## src/mqa_pkg.sv

```systemverilog
// Constants for the modem, queue and fault action configuration bank.
// Operation
// - Resolution bit clear gives 32 steps per period at 38.4 kHz.
// - Resolution bit set gives 128 steps per period at 153.6 kHz.
// - Amplitude code adds 25 mVpp per step from 400, saturates at 800.
// - Modem enable turns transmitter and receiver on; both off when clear.
// - Loopback routes the transmit signal into the receive path.
// - Idle transmit output parks at midcode, or floats when selected.
// - Request-to-send starts modulation only while carrier detect is low.
// - Writing one flushes the receive queue pointers; bit self-clears.
// - Writing one flushes the transmit queue pointers; bit self-clears.
// - Receive level flag trips when fill exceeds trip setting times two.
// - Transmit level flag trips when fill is below trip setting times two.
// - Action codes: none, clear state, alarm voltage, high impedance.
// - Bits 15-14 act on self-diagnostic faults; reset to alarm voltage.
// - Bits 13-12 act on die temperature out of limits.
// - Bits 11-10 act on second auxiliary input out of limits.
// - Bits 9-8 act on first auxiliary input out of limits.
// - Bits 7-6 act on link frame check or watchdog errors.
// - Bits 5-4 act on reference faults; reset to alarm voltage.
// - Bits 3-2 act on the overheat error indication.
// - Bits 1-0 act on the overheat warning indication.
// - Alarm level high when polarity bit set or free polarity pin high.
package mqa_pkg;
  // ----------------------------------------------------------------------
  // Register addresses
  // ----------------------------------------------------------------------
  localparam logic [6:0] ADDR_MODEM = 7'h0E;
  localparam logic [6:0] ADDR_QUEUE = 7'h0F;
  localparam logic [6:0] ADDR_FAULT = 7'h10;
  // ----------------------------------------------------------------------
  // Reset values and field positions
  // ----------------------------------------------------------------------
  localparam logic [15:0] MODEM_RST = 16'h0040;
  localparam logic [15:0] QUEUE_RST = 16'h00F0;
  localparam logic [15:0] FAULT_RST = 16'h8020;
  localparam logic [15:0] MODEM_WMASK = 16'h03FF;
  localparam logic [15:0] QUEUE_WMASK = 16'h00FF;
  localparam int RES_BIT = 9;
  localparam int AMP_LSB = 4;
  localparam int EN_BIT = 3;
  localparam int LOOP_BIT = 2;
  localparam int FLOAT_BIT = 1;
  localparam int RTS_BIT = 0;
  localparam int RXFL_BIT = 9;
  localparam int TXFL_BIT = 8;
  localparam int RXLV_LSB = 4;
  localparam int TXLV_LSB = 0;
  localparam int NUM_FAULTS = 8;
  // ----------------------------------------------------------------------
  // Waveform timing
  // ----------------------------------------------------------------------
  localparam logic [6:0] STEPS_LO = 7'h1F;
  localparam logic [6:0] STEPS_HI = 7'h7F;
  localparam int CLK_HZ = 20000000;
  localparam int UPD_LO_HZ = 38400;
  localparam int UPD_HI_HZ = 153600;
  localparam int DIV_LO = CLK_HZ / UPD_LO_HZ;
  localparam int DIV_HI = CLK_HZ / UPD_HI_HZ;
  // ----------------------------------------------------------------------
  // Amplitude in mVpp
  // ----------------------------------------------------------------------
  localparam logic [9:0] AMP_BASE_MV = 10'h190;
  localparam logic [9:0] AMP_STEP_MV = 10'h019;
  localparam logic [9:0] AMP_MAX_MV = 10'h320;
  // ----------------------------------------------------------------------
  // Fault actions
  // ----------------------------------------------------------------------
  typedef enum logic [1:0] {
    ACT_NONE = 2'h0,
    ACT_CLEAR = 2'h1,
    ACT_ALARM = 2'h2,
    ACT_HIZ = 2'h3
  } mqa_act_t;
endpackage

```

## src/mqa_fault_map.sv

```systemverilog
// Maps fault sources through their action fields to one worst action.
`timescale 1ns/1ns
module mqa_fault_map (
  input wire logic [15:0] action_fields,
  input wire logic [7:0] fault_active,
  output mqa_pkg::mqa_act_t worst_action
);
  function automatic logic [1:0] pick(input logic [1:0] a,
                                      input logic [1:0] b);
    pick = (a > b) ? a : b;
  endfunction

  logic [1:0] acc [0:8];
  assign acc[0] = 2'h0;
  genvar i;
  generate
    for (i = 0; i < mqa_pkg::NUM_FAULTS; i++) begin : g_src
      // Field i covers bits 2i+1:2i; index 7 is bits 15-14.
      assign acc[i+1] = pick(acc[i],
        fault_active[i] ? action_fields[2*i+1:2*i] : 2'h0);
    end
  endgenerate
  assign worst_action = mqa_pkg::mqa_act_t'(acc[8]);
endmodule

```

## src/mqa_config.sv

```systemverilog
// Register bank for modem, queue and fault action configuration.
`timescale 1ns/1ns
module mqa_config (
  input wire logic clk,
  input wire logic sys_rst,
  input wire logic reg_wr,
  input wire logic [6:0] reg_addr,
  input wire logic [15:0] reg_wdata,
  output logic [15:0] reg_rdata,
  input wire logic carrier_detect_flag,
  input wire logic polarity_or_aux_pin,
  input wire logic alarm_level_polarity,
  input wire logic aux_pin_adc_select,
  input wire logic [4:0] rx_queue_fill,
  input wire logic [4:0] tx_queue_fill,
  input wire logic selfcheck_fault,
  input wire logic die_temp_fault,
  input wire logic aux_input1_fault,
  input wire logic aux_input0_fault,
  input wire logic link_check_fault,
  input wire logic reference_fault,
  input wire logic overheat_error,
  input wire logic overheat_warning,
  output logic modem_enable,
  output logic tx_enable,
  output logic rx_enable,
  output logic loopback_enable,
  output logic tx_output_park_midcode,
  output logic tx_output_float,
  output logic modulator_active,
  output logic [6:0] tx_step_index,
  output logic tx_step_strobe,
  output logic [9:0] tx_amplitude_mv,
  output logic rx_queue_flush,
  output logic tx_queue_flush,
  output logic rx_queue_level_flag,
  output logic tx_queue_level_flag,
  output mqa_pkg::mqa_act_t fault_action,
  output logic alarm_level_high
);
  // ----------------------------------------------------------------------
  // Register file
  // ----------------------------------------------------------------------
  logic [15:0] modem_q;
  logic [15:0] queue_q;
  logic [15:0] fault_q;
  logic rx_flush_q;
  logic tx_flush_q;
  logic wr_modem;
  logic wr_queue;
  logic wr_fault;
  assign wr_modem = reg_wr && (reg_addr == mqa_pkg::ADDR_MODEM);
  assign wr_queue = reg_wr && (reg_addr == mqa_pkg::ADDR_QUEUE);
  assign wr_fault = reg_wr && (reg_addr == mqa_pkg::ADDR_FAULT);

  always_ff @(posedge clk or posedge sys_rst) begin
    if (sys_rst) begin
      modem_q <= mqa_pkg::MODEM_RST;
      queue_q <= mqa_pkg::QUEUE_RST;
      fault_q <= mqa_pkg::FAULT_RST;
    end else begin
      if (wr_modem) begin
        modem_q <= reg_wdata & mqa_pkg::MODEM_WMASK;
      end
      if (wr_queue) begin
        queue_q <= reg_wdata & mqa_pkg::QUEUE_WMASK;
      end
      if (wr_fault) begin
        fault_q <= reg_wdata;
      end
    end
  end

  // Flush bits live one cycle; a read never shows them set.
  always_ff @(posedge clk or posedge sys_rst) begin
    if (sys_rst) begin
      rx_flush_q <= 1'b0;
      tx_flush_q <= 1'b0;
    end else begin
      rx_flush_q <= wr_queue && reg_wdata[mqa_pkg::RXFL_BIT];
      tx_flush_q <= wr_queue && reg_wdata[mqa_pkg::TXFL_BIT];
    end
  end
  assign rx_queue_flush = rx_flush_q;
  assign tx_queue_flush = tx_flush_q;

  logic [15:0] rd_mux;
  assign rd_mux = (reg_addr == mqa_pkg::ADDR_MODEM) ? modem_q :
                  (reg_addr == mqa_pkg::ADDR_QUEUE) ? queue_q :
                  (reg_addr == mqa_pkg::ADDR_FAULT) ? fault_q : 16'h0000;
  assign reg_rdata = rd_mux;

  // ----------------------------------------------------------------------
  // Modem control
  // ----------------------------------------------------------------------
  logic en;
  logic res_hi;
  logic [4:0] amp_code;
  assign en = modem_q[mqa_pkg::EN_BIT];
  assign res_hi = modem_q[mqa_pkg::RES_BIT];
  assign amp_code = modem_q[mqa_pkg::AMP_LSB+4:mqa_pkg::AMP_LSB];
  assign modem_enable = en;
  assign tx_enable = en;
  assign rx_enable = en;
  assign loopback_enable = en && modem_q[mqa_pkg::LOOP_BIT];

  logic mod_d;
  logic mod_q;
  assign mod_d = en && modem_q[mqa_pkg::RTS_BIT] && !carrier_detect_flag;
  always_ff @(posedge clk or posedge sys_rst) begin
    if (sys_rst) begin
      mod_q <= 1'b0;
    end else begin
      mod_q <= mod_d;
    end
  end
  assign modulator_active = mod_q;
  assign tx_output_park_midcode = !mod_q && !modem_q[mqa_pkg::FLOAT_BIT];
  assign tx_output_float = !mod_q && modem_q[mqa_pkg::FLOAT_BIT];

  // Amplitude saturates: the top code bit alone selects the ceiling.
  assign tx_amplitude_mv = amp_code[4] ? mqa_pkg::AMP_MAX_MV :
    10'(mqa_pkg::AMP_BASE_MV + 10'(amp_code[3:0]) * mqa_pkg::AMP_STEP_MV);

  // ----------------------------------------------------------------------
  // Waveform step pacing
  // ----------------------------------------------------------------------
  logic [9:0] div_q;
  logic [9:0] div_top;
  logic [6:0] step_q;
  logic [6:0] step_top;
  logic tick;
  assign div_top = res_hi ? 10'(mqa_pkg::DIV_HI - 1) :
                            10'(mqa_pkg::DIV_LO - 1);
  assign step_top = res_hi ? mqa_pkg::STEPS_HI : mqa_pkg::STEPS_LO;
  assign tick = mod_q && (div_q >= div_top);

  always_ff @(posedge clk or posedge sys_rst) begin
    if (sys_rst) begin
      div_q <= 10'h000;
      step_q <= 7'h00;
    end else if (!mod_q) begin
      div_q <= 10'h000;
      step_q <= 7'h00;
    end else if (tick) begin
      div_q <= 10'h000;
      step_q <= (step_q >= step_top) ? 7'h00 : 7'(step_q + 7'h01);
    end else begin
      div_q <= 10'(div_q + 10'h001);
    end
  end
  assign tx_step_index = step_q;
  assign tx_step_strobe = tick;

  // ----------------------------------------------------------------------
  // Queue level flags
  // ----------------------------------------------------------------------
  logic [4:0] rx_trip;
  logic [4:0] tx_trip;
  assign rx_trip = {queue_q[mqa_pkg::RXLV_LSB+3:mqa_pkg::RXLV_LSB], 1'b0};
  assign tx_trip = {queue_q[mqa_pkg::TXLV_LSB+3:mqa_pkg::TXLV_LSB], 1'b0};
  assign rx_queue_level_flag = rx_queue_fill > rx_trip;
  assign tx_queue_level_flag = tx_queue_fill < tx_trip;

  // ----------------------------------------------------------------------
  // Fault to action mapping
  // ----------------------------------------------------------------------
  logic [7:0] faults;
  assign faults = {selfcheck_fault, die_temp_fault, aux_input1_fault,
                   aux_input0_fault, link_check_fault, reference_fault,
                   overheat_error, overheat_warning};
  mqa_fault_map u_map (
    .action_fields(fault_q),
    .fault_active(faults),
    .worst_action(fault_action)
  );

  // The pin is asynchronous to clk, so two flops retime it before use.
  logic pol_pin_meta_q;
  logic pol_pin_q;
  always_ff @(posedge clk or posedge sys_rst) begin
    if (sys_rst) begin
      pol_pin_meta_q <= 1'b0;
      pol_pin_q <= 1'b0;
    end else begin
      pol_pin_meta_q <= polarity_or_aux_pin;
      pol_pin_q <= pol_pin_meta_q;
    end
  end

  // The pin only counts as polarity while the converter does not own it.
  assign alarm_level_high = alarm_level_polarity ||
    (pol_pin_q && !aux_pin_adc_select);

  // ----------------------------------------------------------------------
  // Checks
  // ----------------------------------------------------------------------
  // Back to back flush writes are legal, so each pulse tracks its write.
  flush_rx_a: assert property (@(posedge clk) disable iff (sys_rst)
    rx_queue_flush == $past(wr_queue && reg_wdata[mqa_pkg::RXFL_BIT]))
    else $error("rx flush pulse wrong");
  flush_tx_a: assert property (@(posedge clk) disable iff (sys_rst)
    tx_queue_flush == $past(wr_queue && reg_wdata[mqa_pkg::TXFL_BIT]))
    else $error("tx flush pulse wrong");
  rts_cd_a: assert property (@(posedge clk) disable iff (sys_rst)
    $past(carrier_detect_flag) |-> !modulator_active)
    else $error("modulating with carrier present");
  enable_off_a: assert property (@(posedge clk) disable iff (sys_rst)
    !modem_enable |-> (!tx_enable && !rx_enable && !modulator_active) ||
    $past(modem_enable))
    else $error("modem active while disabled");
  idle_out_a: assert property (@(posedge clk) disable iff (sys_rst)
    !modulator_active |-> (tx_output_float ^ tx_output_park_midcode))
    else $error("idle output state wrong");
  amp_sat_a: assert property (@(posedge clk) disable iff (sys_rst)
    amp_code[4] |-> tx_amplitude_mv == mqa_pkg::AMP_MAX_MV)
    else $error("amplitude not saturated");
  rx_level_a: assert property (@(posedge clk) disable iff (sys_rst)
    rx_queue_level_flag |-> rx_queue_fill >
    {queue_q[mqa_pkg::RXLV_LSB+3:mqa_pkg::RXLV_LSB], 1'b0})
    else $error("rx level flag wrong");
  tx_level_a: assert property (@(posedge clk) disable iff (sys_rst)
    tx_queue_level_flag |-> tx_queue_fill <
    {queue_q[mqa_pkg::TXLV_LSB+3:mqa_pkg::TXLV_LSB], 1'b0})
    else $error("tx level flag wrong");
  sd_action_a: assert property (@(posedge clk) disable iff (sys_rst)
    selfcheck_fault |-> fault_action >= fault_q[15:14])
    else $error("self check action lost");
  alarm_pol_a: assert property (@(posedge clk) disable iff (sys_rst)
    alarm_level_polarity |-> alarm_level_high)
    else $error("alarm polarity ignored");
endmodule

```

## config.mk

```make
export PLATFORM = sky130hd
export DESIGN_NAME = mqa_config
export DESIGN_NICKNAME = d
export VERILOG_FILES = /design/src/mqa_pkg.sv /design/src/mqa_fault_map.sv /design/src/mqa_config.sv
export SDC_FILE = /design/constraint.sdc
export NUM_CORES = 1
export LEC_CHECK = 0
export ABC_CLOCK_PERIOD_IN_PS = 8140
export BUFFER_PORTS_ARGS = -buffer_cell sky130_fd_sc_hd__buf_2
export CORE_UTILIZATION = 40
export DETAILED_ROUTE_END_ITERATION = 6
export GPL_TIMING_DRIVEN = 0
export PLACE_DENSITY = 0.71
export SYNTH_ARGS = -nofsm -noshare
export SYNTH_HDL_FRONTEND = slang
export SYNTH_HIERARCHICAL = 1
export SYNTH_SLANG_ARGS = --single-unit
```

## constraint.sdc

```tcl
create_clock -name clk -period 8.14 [get_ports clk]
set_input_delay 0 -clock clk [delete_from_list [all_inputs] [get_ports clk]]
set_output_delay 0 -clock clk [all_outputs]
set_load 0.1 [all_outputs]
```

# After elaboration in Yosys (flattened, before gate mapping)

Index checks and enable logic that the tools add are counted.

Register bits after elaboration: 56
Input bits: 48
Logic and storage cells: 74

Add/subtract/negate cells: 3
Multiply operators: 1
Magnitude comparators: 12
Equality and inequality tests: 4
Mux-type cells: 27
Reductions and logical operators: 17

Operator list:

| cell                                                                  | count |
|---|---|
| 16-bit 2-to-1 mux                                                     | 3 |
| 10-bit 2-to-1 mux                                                     | 4 |
| 2-bit 2-to-1 mux                                                      | 16 |
| 7-bit 2-to-1 mux                                                      | 4 |
| 7-bit by 4-bit equality test with 1-bit output, second input constant | 2 |
| 2-bit > comparator                                                    | 7 |
| 1-bit logical AND                                                     | 12 |
| 10-bit by 1-bit adder with 10-bit output, second input constant       | 1 |
| 9-bit by 9-bit adder with 10-bit output, first input constant         | 1 |
| 10-bit >= comparator                                                  | 1 |
| 4-bit by 5-bit multiplier with 9-bit output, second input constant    | 1 |
| 7-bit by 1-bit adder with 7-bit output, second input constant         | 1 |
| 7-bit by 5-bit equality test with 1-bit output, second input constant | 1 |
| 7-bit >= comparator                                                   | 1 |
| 5-bit > comparator                                                    | 1 |
| 5-bit less-than comparator                                            | 1 |
| 1-bit logical NOT                                                     | 4 |
| 1-bit by 2-bit > comparator with 1-bit output, first input constant   | 1 |
| 2-bit != test, second input constant                                  | 1 |
| 1-bit logical OR                                                      | 1 |

# Logic depth before layout (Yosys ltp)

Word-level depth: 17
Mapped depth: 21
Gate-level depth less buffers: 21

# Modules after synthesis

The synthesis kept the hierarchy.

By module, submodules not included:

| module        | times used | cells an instance | area an instance (sq um) | seq. area each (sq um) |
|---|---|---|---|---|
| mqa_config    | 1          | 298               | 3,226.8                  | 1,410.1 |
| mqa_fault_map | 1          | 61                | 455.4                    | 0.0 |

# Worst setup path after synthesis

No wires, ideal clock.

Kind: register to output
Start point: register fault_q[1]
End point: output port fault_action[0]
Data arrival time: 3.983 ns
Required time: 8.140 ns
Setup slack: 4.157 ns
Stages on the path, launching flop included: 21
Cells stage by stage: dfrtp_1 -> and2_1 -> inv_1 -> ha_1 -> ha_1 -> ha_1 -> inv_1 -> ha_1 -> o211ai_1 -> o22ai_1 -> and2b_1 -> o21a_1 -> ha_1 -> nand2_1 -> o21ai_4 -> nor3b_1 -> a21o_1 -> ha_1 -> nand2_1 -> o21ai_0 -> o21ai_2

Word-level cells in the longest chain between the ends: 17

Ends and longest elaborated chain:

| item                                          | line                | source |
|---|---|---|
| from (decl)                                   | mqa_config.sv:46    | `logic [15:0] fault_q;` |
| from (signal assigned)                        | mqa_config.sv:60    | `fault_q <= mqa_pkg::FAULT_RST;` |
| from (signal assigned)                        | mqa_config.sv:69    | `fault_q <= reg_wdata;` |
| 2-bit 2-to-1 mux (*)                          | mqa_fault_map.sv:20 | `fault_active[i] ? action_fields[2*i+1:2*i] : 2'h0);` |
| 1-bit by 2-bit > comparator with 1-bit output | mqa_fault_map.sv:10 | `pick = (a > b) ? a : b;` |
| 2-bit 2-to-1 mux (*)                          | mqa_fault_map.sv:10 |  |
| 2-bit > comparator                            | mqa_fault_map.sv:10 |  |
| 2-bit 2-to-1 mux (*)                          | mqa_fault_map.sv:10 |  |
| 2-bit > comparator                            | mqa_fault_map.sv:10 |  |
| 2-bit 2-to-1 mux (*)                          | mqa_fault_map.sv:10 |  |
| 2-bit > comparator                            | mqa_fault_map.sv:10 |  |
| 2-bit 2-to-1 mux (*)                          | mqa_fault_map.sv:10 |  |
| 2-bit > comparator                            | mqa_fault_map.sv:10 |  |
| 2-bit 2-to-1 mux (*)                          | mqa_fault_map.sv:10 |  |
| 2-bit > comparator                            | mqa_fault_map.sv:10 |  |
| 2-bit 2-to-1 mux (*)                          | mqa_fault_map.sv:10 |  |
| 2-bit > comparator                            | mqa_fault_map.sv:10 |  |
| 2-bit 2-to-1 mux (*)                          | mqa_fault_map.sv:10 |  |
| 2-bit > comparator                            | mqa_fault_map.sv:10 |  |
| 2-bit 2-to-1 mux (*)                          | mqa_fault_map.sv:10 |  |
| to (decl)                                     | mqa_config.sv:38    | `output mqa_pkg::mqa_act_t fault_action,` |

Mark *: on every way between the ends. The rest lies on a longest branch, timed or not.

# Final worst setup path

Same ends and word-level chain as after synthesis.

==> run_summary.xml <==
<?xml version="1.0" encoding="UTF-8"?>
<metrics>
  <group name="grt">
    <metric name="number_of_global_route_vias_before_repair" unit="">3246</metric>
    <metric name="grt_start_max_net_pins" unit="">34</metric>
    <metric name="grt_pass1_wl" unit="mm">14.5</metric>
    <metric name="grt.total_usage" unit="%">18.7</metric>
    <metric name="number_of_antenna_violations_at_the_first_check_in_global_routing" unit="">0</metric>
    <metric name="globalRoute.totalOverflow" unit="">0</metric>
  </group>
  <group name="sta">
    <metric name="slew_limit_headroom" unit="%">50.0</metric>
    <metric name="fin_tns_setup" unit="ns">0</metric>
    <metric name="rsz_0062_raised_after_global_routing" unit="">no</metric>
    <metric name="min_period_over_period" unit="%">54.1</metric>
    <metric name="min_period" unit="ns">4.40</metric>
    <metric name="fmax" unit="GHz">0.227</metric>
    <metric name="tightestPinTransition" unit="ns">0.749</metric>
    <metric name="finalWorstSetupSlack" unit="ns">3.74</metric>
    <metric name="report.final.hold_viol_count" unit="">0</metric>
    <metric name="finClkSkew" unit="ns">0.00902</metric>
    <metric name="final.hold.worst_slack" unit="ns">0.0527</metric>
    <metric name="final-setup-viol-count" unit="">0</metric>
    <metric name="slew_viol_final" unit="">0</metric>
  </group>
  <group name="layout">
    <metric name="diodes" unit="">0</metric>
    <metric name="final_stage_net_count" unit="">571</metric>
    <metric name="design_area" unit="mm²">0.00460</metric>
    <metric name="syn2layout_area_growth" unit="%">24.9</metric>
    <metric name="drive_gt1_share" unit="%">33.1</metric>
  </group>
  <group name="clock_network">
    <metric name="clkLatencyLatePin" unit="ns">0.32</metric>
    <metric name="clock_path_buffers" unit="">2</metric>
    <metric name="clkSlewWorstSetupHoldPaths" unit="ns">0.10</metric>
    <metric name="root_buffer" unit="">clkbuf_8</metric>
    <metric name="htree_num_levels" unit="">2</metric>
    <metric name="tritoncts" unit="">yes</metric>
    <metric name="inserted_clock_buffers" unit="">5</metric>
    <metric name="clock_sinks" unit="">56</metric>
  </group>
  <group name="floorplan">
    <metric name="die_h" unit="µm">97.9</metric>
    <metric name="die_area" unit="mm²">0.00959</metric>
    <metric name="floorplan.rows" unit="">34</metric>
    <metric name="initial_core_util" unit="%">41.8</metric>
    <metric name="die_width" unit="µm">97.9</metric>
    <metric name="top_level_ports" unit="">96</metric>
    <metric name="placeableCoreArea" unit="mm²">0.00881</metric>
  </group>
  <group name="route">
    <metric name="drc_violations" unit="">4</metric>
    <metric name="m1_wire_length" unit="mm">3.53</metric>
    <metric name="drt-pass1-iter-count" unit="">7</metric>
    <metric name="drt_first_iter_violations" unit="">105</metric>
    <metric name="drt-wirelength-per-cell" unit="µm">14.5</metric>
    <metric name="antenna_violating_nets_post_route" unit="">0</metric>
    <metric name="met3RoutedLength" unit="µm">401</metric>
    <metric name="finalWirelength" unit="mm">8.51</metric>
    <metric name="detail_route.vias_per_cell" unit="">5.21</metric>
    <metric name="met2WireLength" unit="mm">4.48</metric>
    <metric name="maxUsedRoutingLayer" unit="">met4</metric>
    <metric name="via_count" unit="">3066</metric>
  </group>
  <group name="worst_setup_path">
    <metric name="timing.critical_path.required" unit="ns">8.14</metric>
    <metric name="worstReg2RegStart" unit="">modem_q[9]</metric>
    <metric name="class_of_the_most_critical_setup_path" unit="">reg -&gt; out</metric>
    <metric name="maximum_fanout_encountered_on_the_critical_timing_path" unit="">3</metric>
    <metric name="critPathArrivalTime" unit="ns">4.40</metric>
    <metric name="startpoint_class" unit="">flop</metric>
    <metric name="critical_path.reg2reg.endpoint" unit="">tx_step_index[5]</metric>
    <metric name="timing.critical_path.to_type" unit="">output port</metric>
    <metric name="ff2ff_path_depth" unit="">7</metric>
    <metric name="timing.reg2reg.setup_slack" unit="ns">5.92</metric>
  </group>
  <group name="placed_design">
    <metric name="instance_area_at_placement" unit="mm²">0.00432</metric>
    <metric name="gp_routability_congestion" unit="">0.839</metric>
    <metric name="port_buffers" unit="">94</metric>
    <metric name="dp_hpwl" unit="mm">6.42</metric>
    <metric name="placement.setup.worst_slack" unit="ns">4.08</metric>
  </group>
  <group name="synthesis">
    <metric name="synthArstFlopShare" unit="%">100</metric>
    <metric name="synthDominantCellAreaShare" unit="%">33.3</metric>
    <metric name="synthesized_instance_count" unit="">359</metric>
    <metric name="synth_top_area_cell" unit="">dfrtp_1</metric>
    <metric name="postSynthAreaPerCell" unit="µm²">10.3</metric>
    <metric name="synth-warning-count" unit="">6</metric>
    <metric name="synth_area" unit="mm²">0.00368</metric>
    <metric name="synth_enable_flop_cells" unit="">0</metric>
    <metric name="seq_area_frac_synth" unit="%">38.3</metric>
    <metric name="synth.top_cells.by_area" unit="">dfrtp_1, ha_1, mux2_2</metric>
    <metric name="synth.lib_cells_used.distinct" unit="">53</metric>
    <metric name="yosys_register_bits" unit="">56</metric>
    <metric name="synthesis.nets" unit="">450</metric>
    <metric name="synth_ff_type" unit="">dfrtp_1</metric>
  </group>
  <group name="run">
    <metric name="maxCapViolCount" unit="">0</metric>
  </group>
  <group name="power_and_ir_drop">
    <metric name="power_per_cell_area" unit="mW/mm²">161</metric>
    <metric name="vdd.ir_drop.worst" unit="V">0.000118</metric>
    <metric name="power.leakage" unit="µW">0.00245</metric>
    <metric name="fin_total_pwr" unit="µW">739</metric>
  </group>
  <group name="status">
    <metric name="violations" unit="">DRC</metric>
    <metric name="status" unit="">complete, but fails checks</metric>
  </group>
  <group name="min_path">
    <metric name="hold_end" unit="">tx_queue_flush</metric>
    <metric name="worstHoldPathCells" unit="">2</metric>
    <metric name="min-delay-start" unit="">reg_wr</metric>
    <metric name="path_type_of_the_worst_min_delay_path" unit="">in -&gt; reg</metric>
  </group>
</metrics>
[placed cells by master, fill, tap and decap left out, types with 5 or more instances in the layout]
cell            n
a21oi_1         8
a222oi_1        8
a32oi_1         5
and2_1         10
and3_1          7
buf_2          95
clkbuf_1        6
clkbuf_8        5
dfrtp_1        49
dfstp_2         7
dlygate4sd3_1  19
ha_1           41
inv_1          39
mux2_2         24
mux2_4         10
nand2_1        21
nand2b_1        6
nand3_1        10
nand3b_1        5
nor2_1         31
nor2b_1         7
o21ai_0         7
xnor2_1         8
[registers in the layout, summed over array words and instances, names as in the netlist]
signal,count
fault_q,16
div_q,10
modem_q,10
queue_q,8
tx_step_index,7
modulator_active,1
pol_pin_meta_q,1
pol_pin_q,1
rx_queue_flush,1
tx_queue_flush,1
[cell families (layout without fill, tap and decap cells)]
| family | Yosys count | in the layout | share of synthesized area (%) |
|---|---|---|---|
| fa+ha+maj | 43 | 43 | 15.0 |
| mux | 35 | 35 | 11.7 |
| xor+xnor | 12 | 12 | 2.85 |
| flops | 56 | 56 | 38.3 |
| simple gates | 114 | 114 | 16.6 |
| buf+inv | 51 | 173 | 5.74 |
| compound gates | 48 | 48 | 9.79 |
[Yosys cell counts, types with 5 or more instances]
| master | number |
|---|---|
| and3_1 | 7 |
| mux2_2 | 24 |
| inv_1 | 40 |
| a32oi_1 | 5 |
| a222oi_1 | 8 |
| nand2_1 | 21 |
| ha_1 | 41 |
| nor2b_1 | 7 |
| nand2b_1 | 6 |
| dfrtp_1 | 49 |
| dfstp_2 | 7 |
| clkbuf_1 | 6 |
| mux2_4 | 10 |
| o21ai_0 | 7 |
| and2_1 | 10 |
| nand3b_1 | 5 |
| a21oi_1 | 8 |
| nand3_1 | 10 |
| nor2_1 | 31 |
| xnor2_1 | 8 |
[per-stage QoR]
step	std cells	utilization, %
floorplan	359	-
global placement	561	48.7
detailed placement	562	49.0
CTS	589	52.2
global route	589	52.2
finish	589	52.2
[repair_timing]
| action | CTS | global route |
|---|---|---|
| hold buffers | 19 | 0 |
| buffers inserted | 0 | 0 |
| endpoints found under the hold margin | 62 | 0 |
| resized for setup | 0 | 0 |
[worst max path at each step]
stage / slack (ns) / startpoint / cells after the start / end
2_1_floorplan: 4.16 / fault_q[1] / 20 / fault_action[0]
3_3_place_gp: 4.19 / fault_q[1] / 22 / fault_action[0]
3_5_place_dp: 4.08 / fault_q[1] / 22 / fault_action[0]
4_1_cts: 3.69 / fault_q[1] / 22 / fault_action[0]
5_1_grt: 3.45 / fault_q[1] / 22 / fault_action[0]
6_report: 3.74 / fault_q[1] / 22 / fault_action[0]
[cell type report]
| class | count | area (µm²) |
|---|---|---|
| inverter | 40 | 150 |
| tap | 108 | 135 |
| sequential | 56 | 1410 |
| multi-input combinational | 252 | 2060 |
| timing repair buffer | 114 | 688 |
| buffer | 11 | 61.3 |
| clock buffer | 5 | 68.8 |
| clock inverter | 3 | 23.8 |
| fill | 839 | 4210 |
[critical path, cell delays in order, from the launching register on]
cell      delay, ns
dfrtp_1        0.41
and2_1         0.18
inv_1          0.06
ha_1           0.18
ha_1           0.19
ha_1           0.19
inv_1          0.05
ha_1           0.29
o211ai_1       0.11
o22ai_1        0.20
and2b_1        0.21
o21a_1         0.18
ha_1           0.29
nand2_1        0.10
o21ai_4        0.07
nor3b_1        0.18
a21o_1         0.19
ha_1           0.16
nor2b_1        0.04
o21ai_0        0.24
nand2_1        0.11
o21ai_2        0.06
buf_2          0.44
[metal layers]
layer,vias to the layer above,global-route usage (%)
li1,1484,-
met1,1486,21.3
met2,87,35.1
met3,9,3.87
met4,0,5.24
met5,-,0
[power breakdown]
part / total (µW) / leakage, µW / switching (µW) / internal (µW)
sequential: 309 / 0.000743 / 13.9 / 295
clock: 159 / 0.0000404 / 97.8 / 61.3
combinational: 271 / 0.00167 / 189 / 82.7
Power figures use the tool's default switching activity.
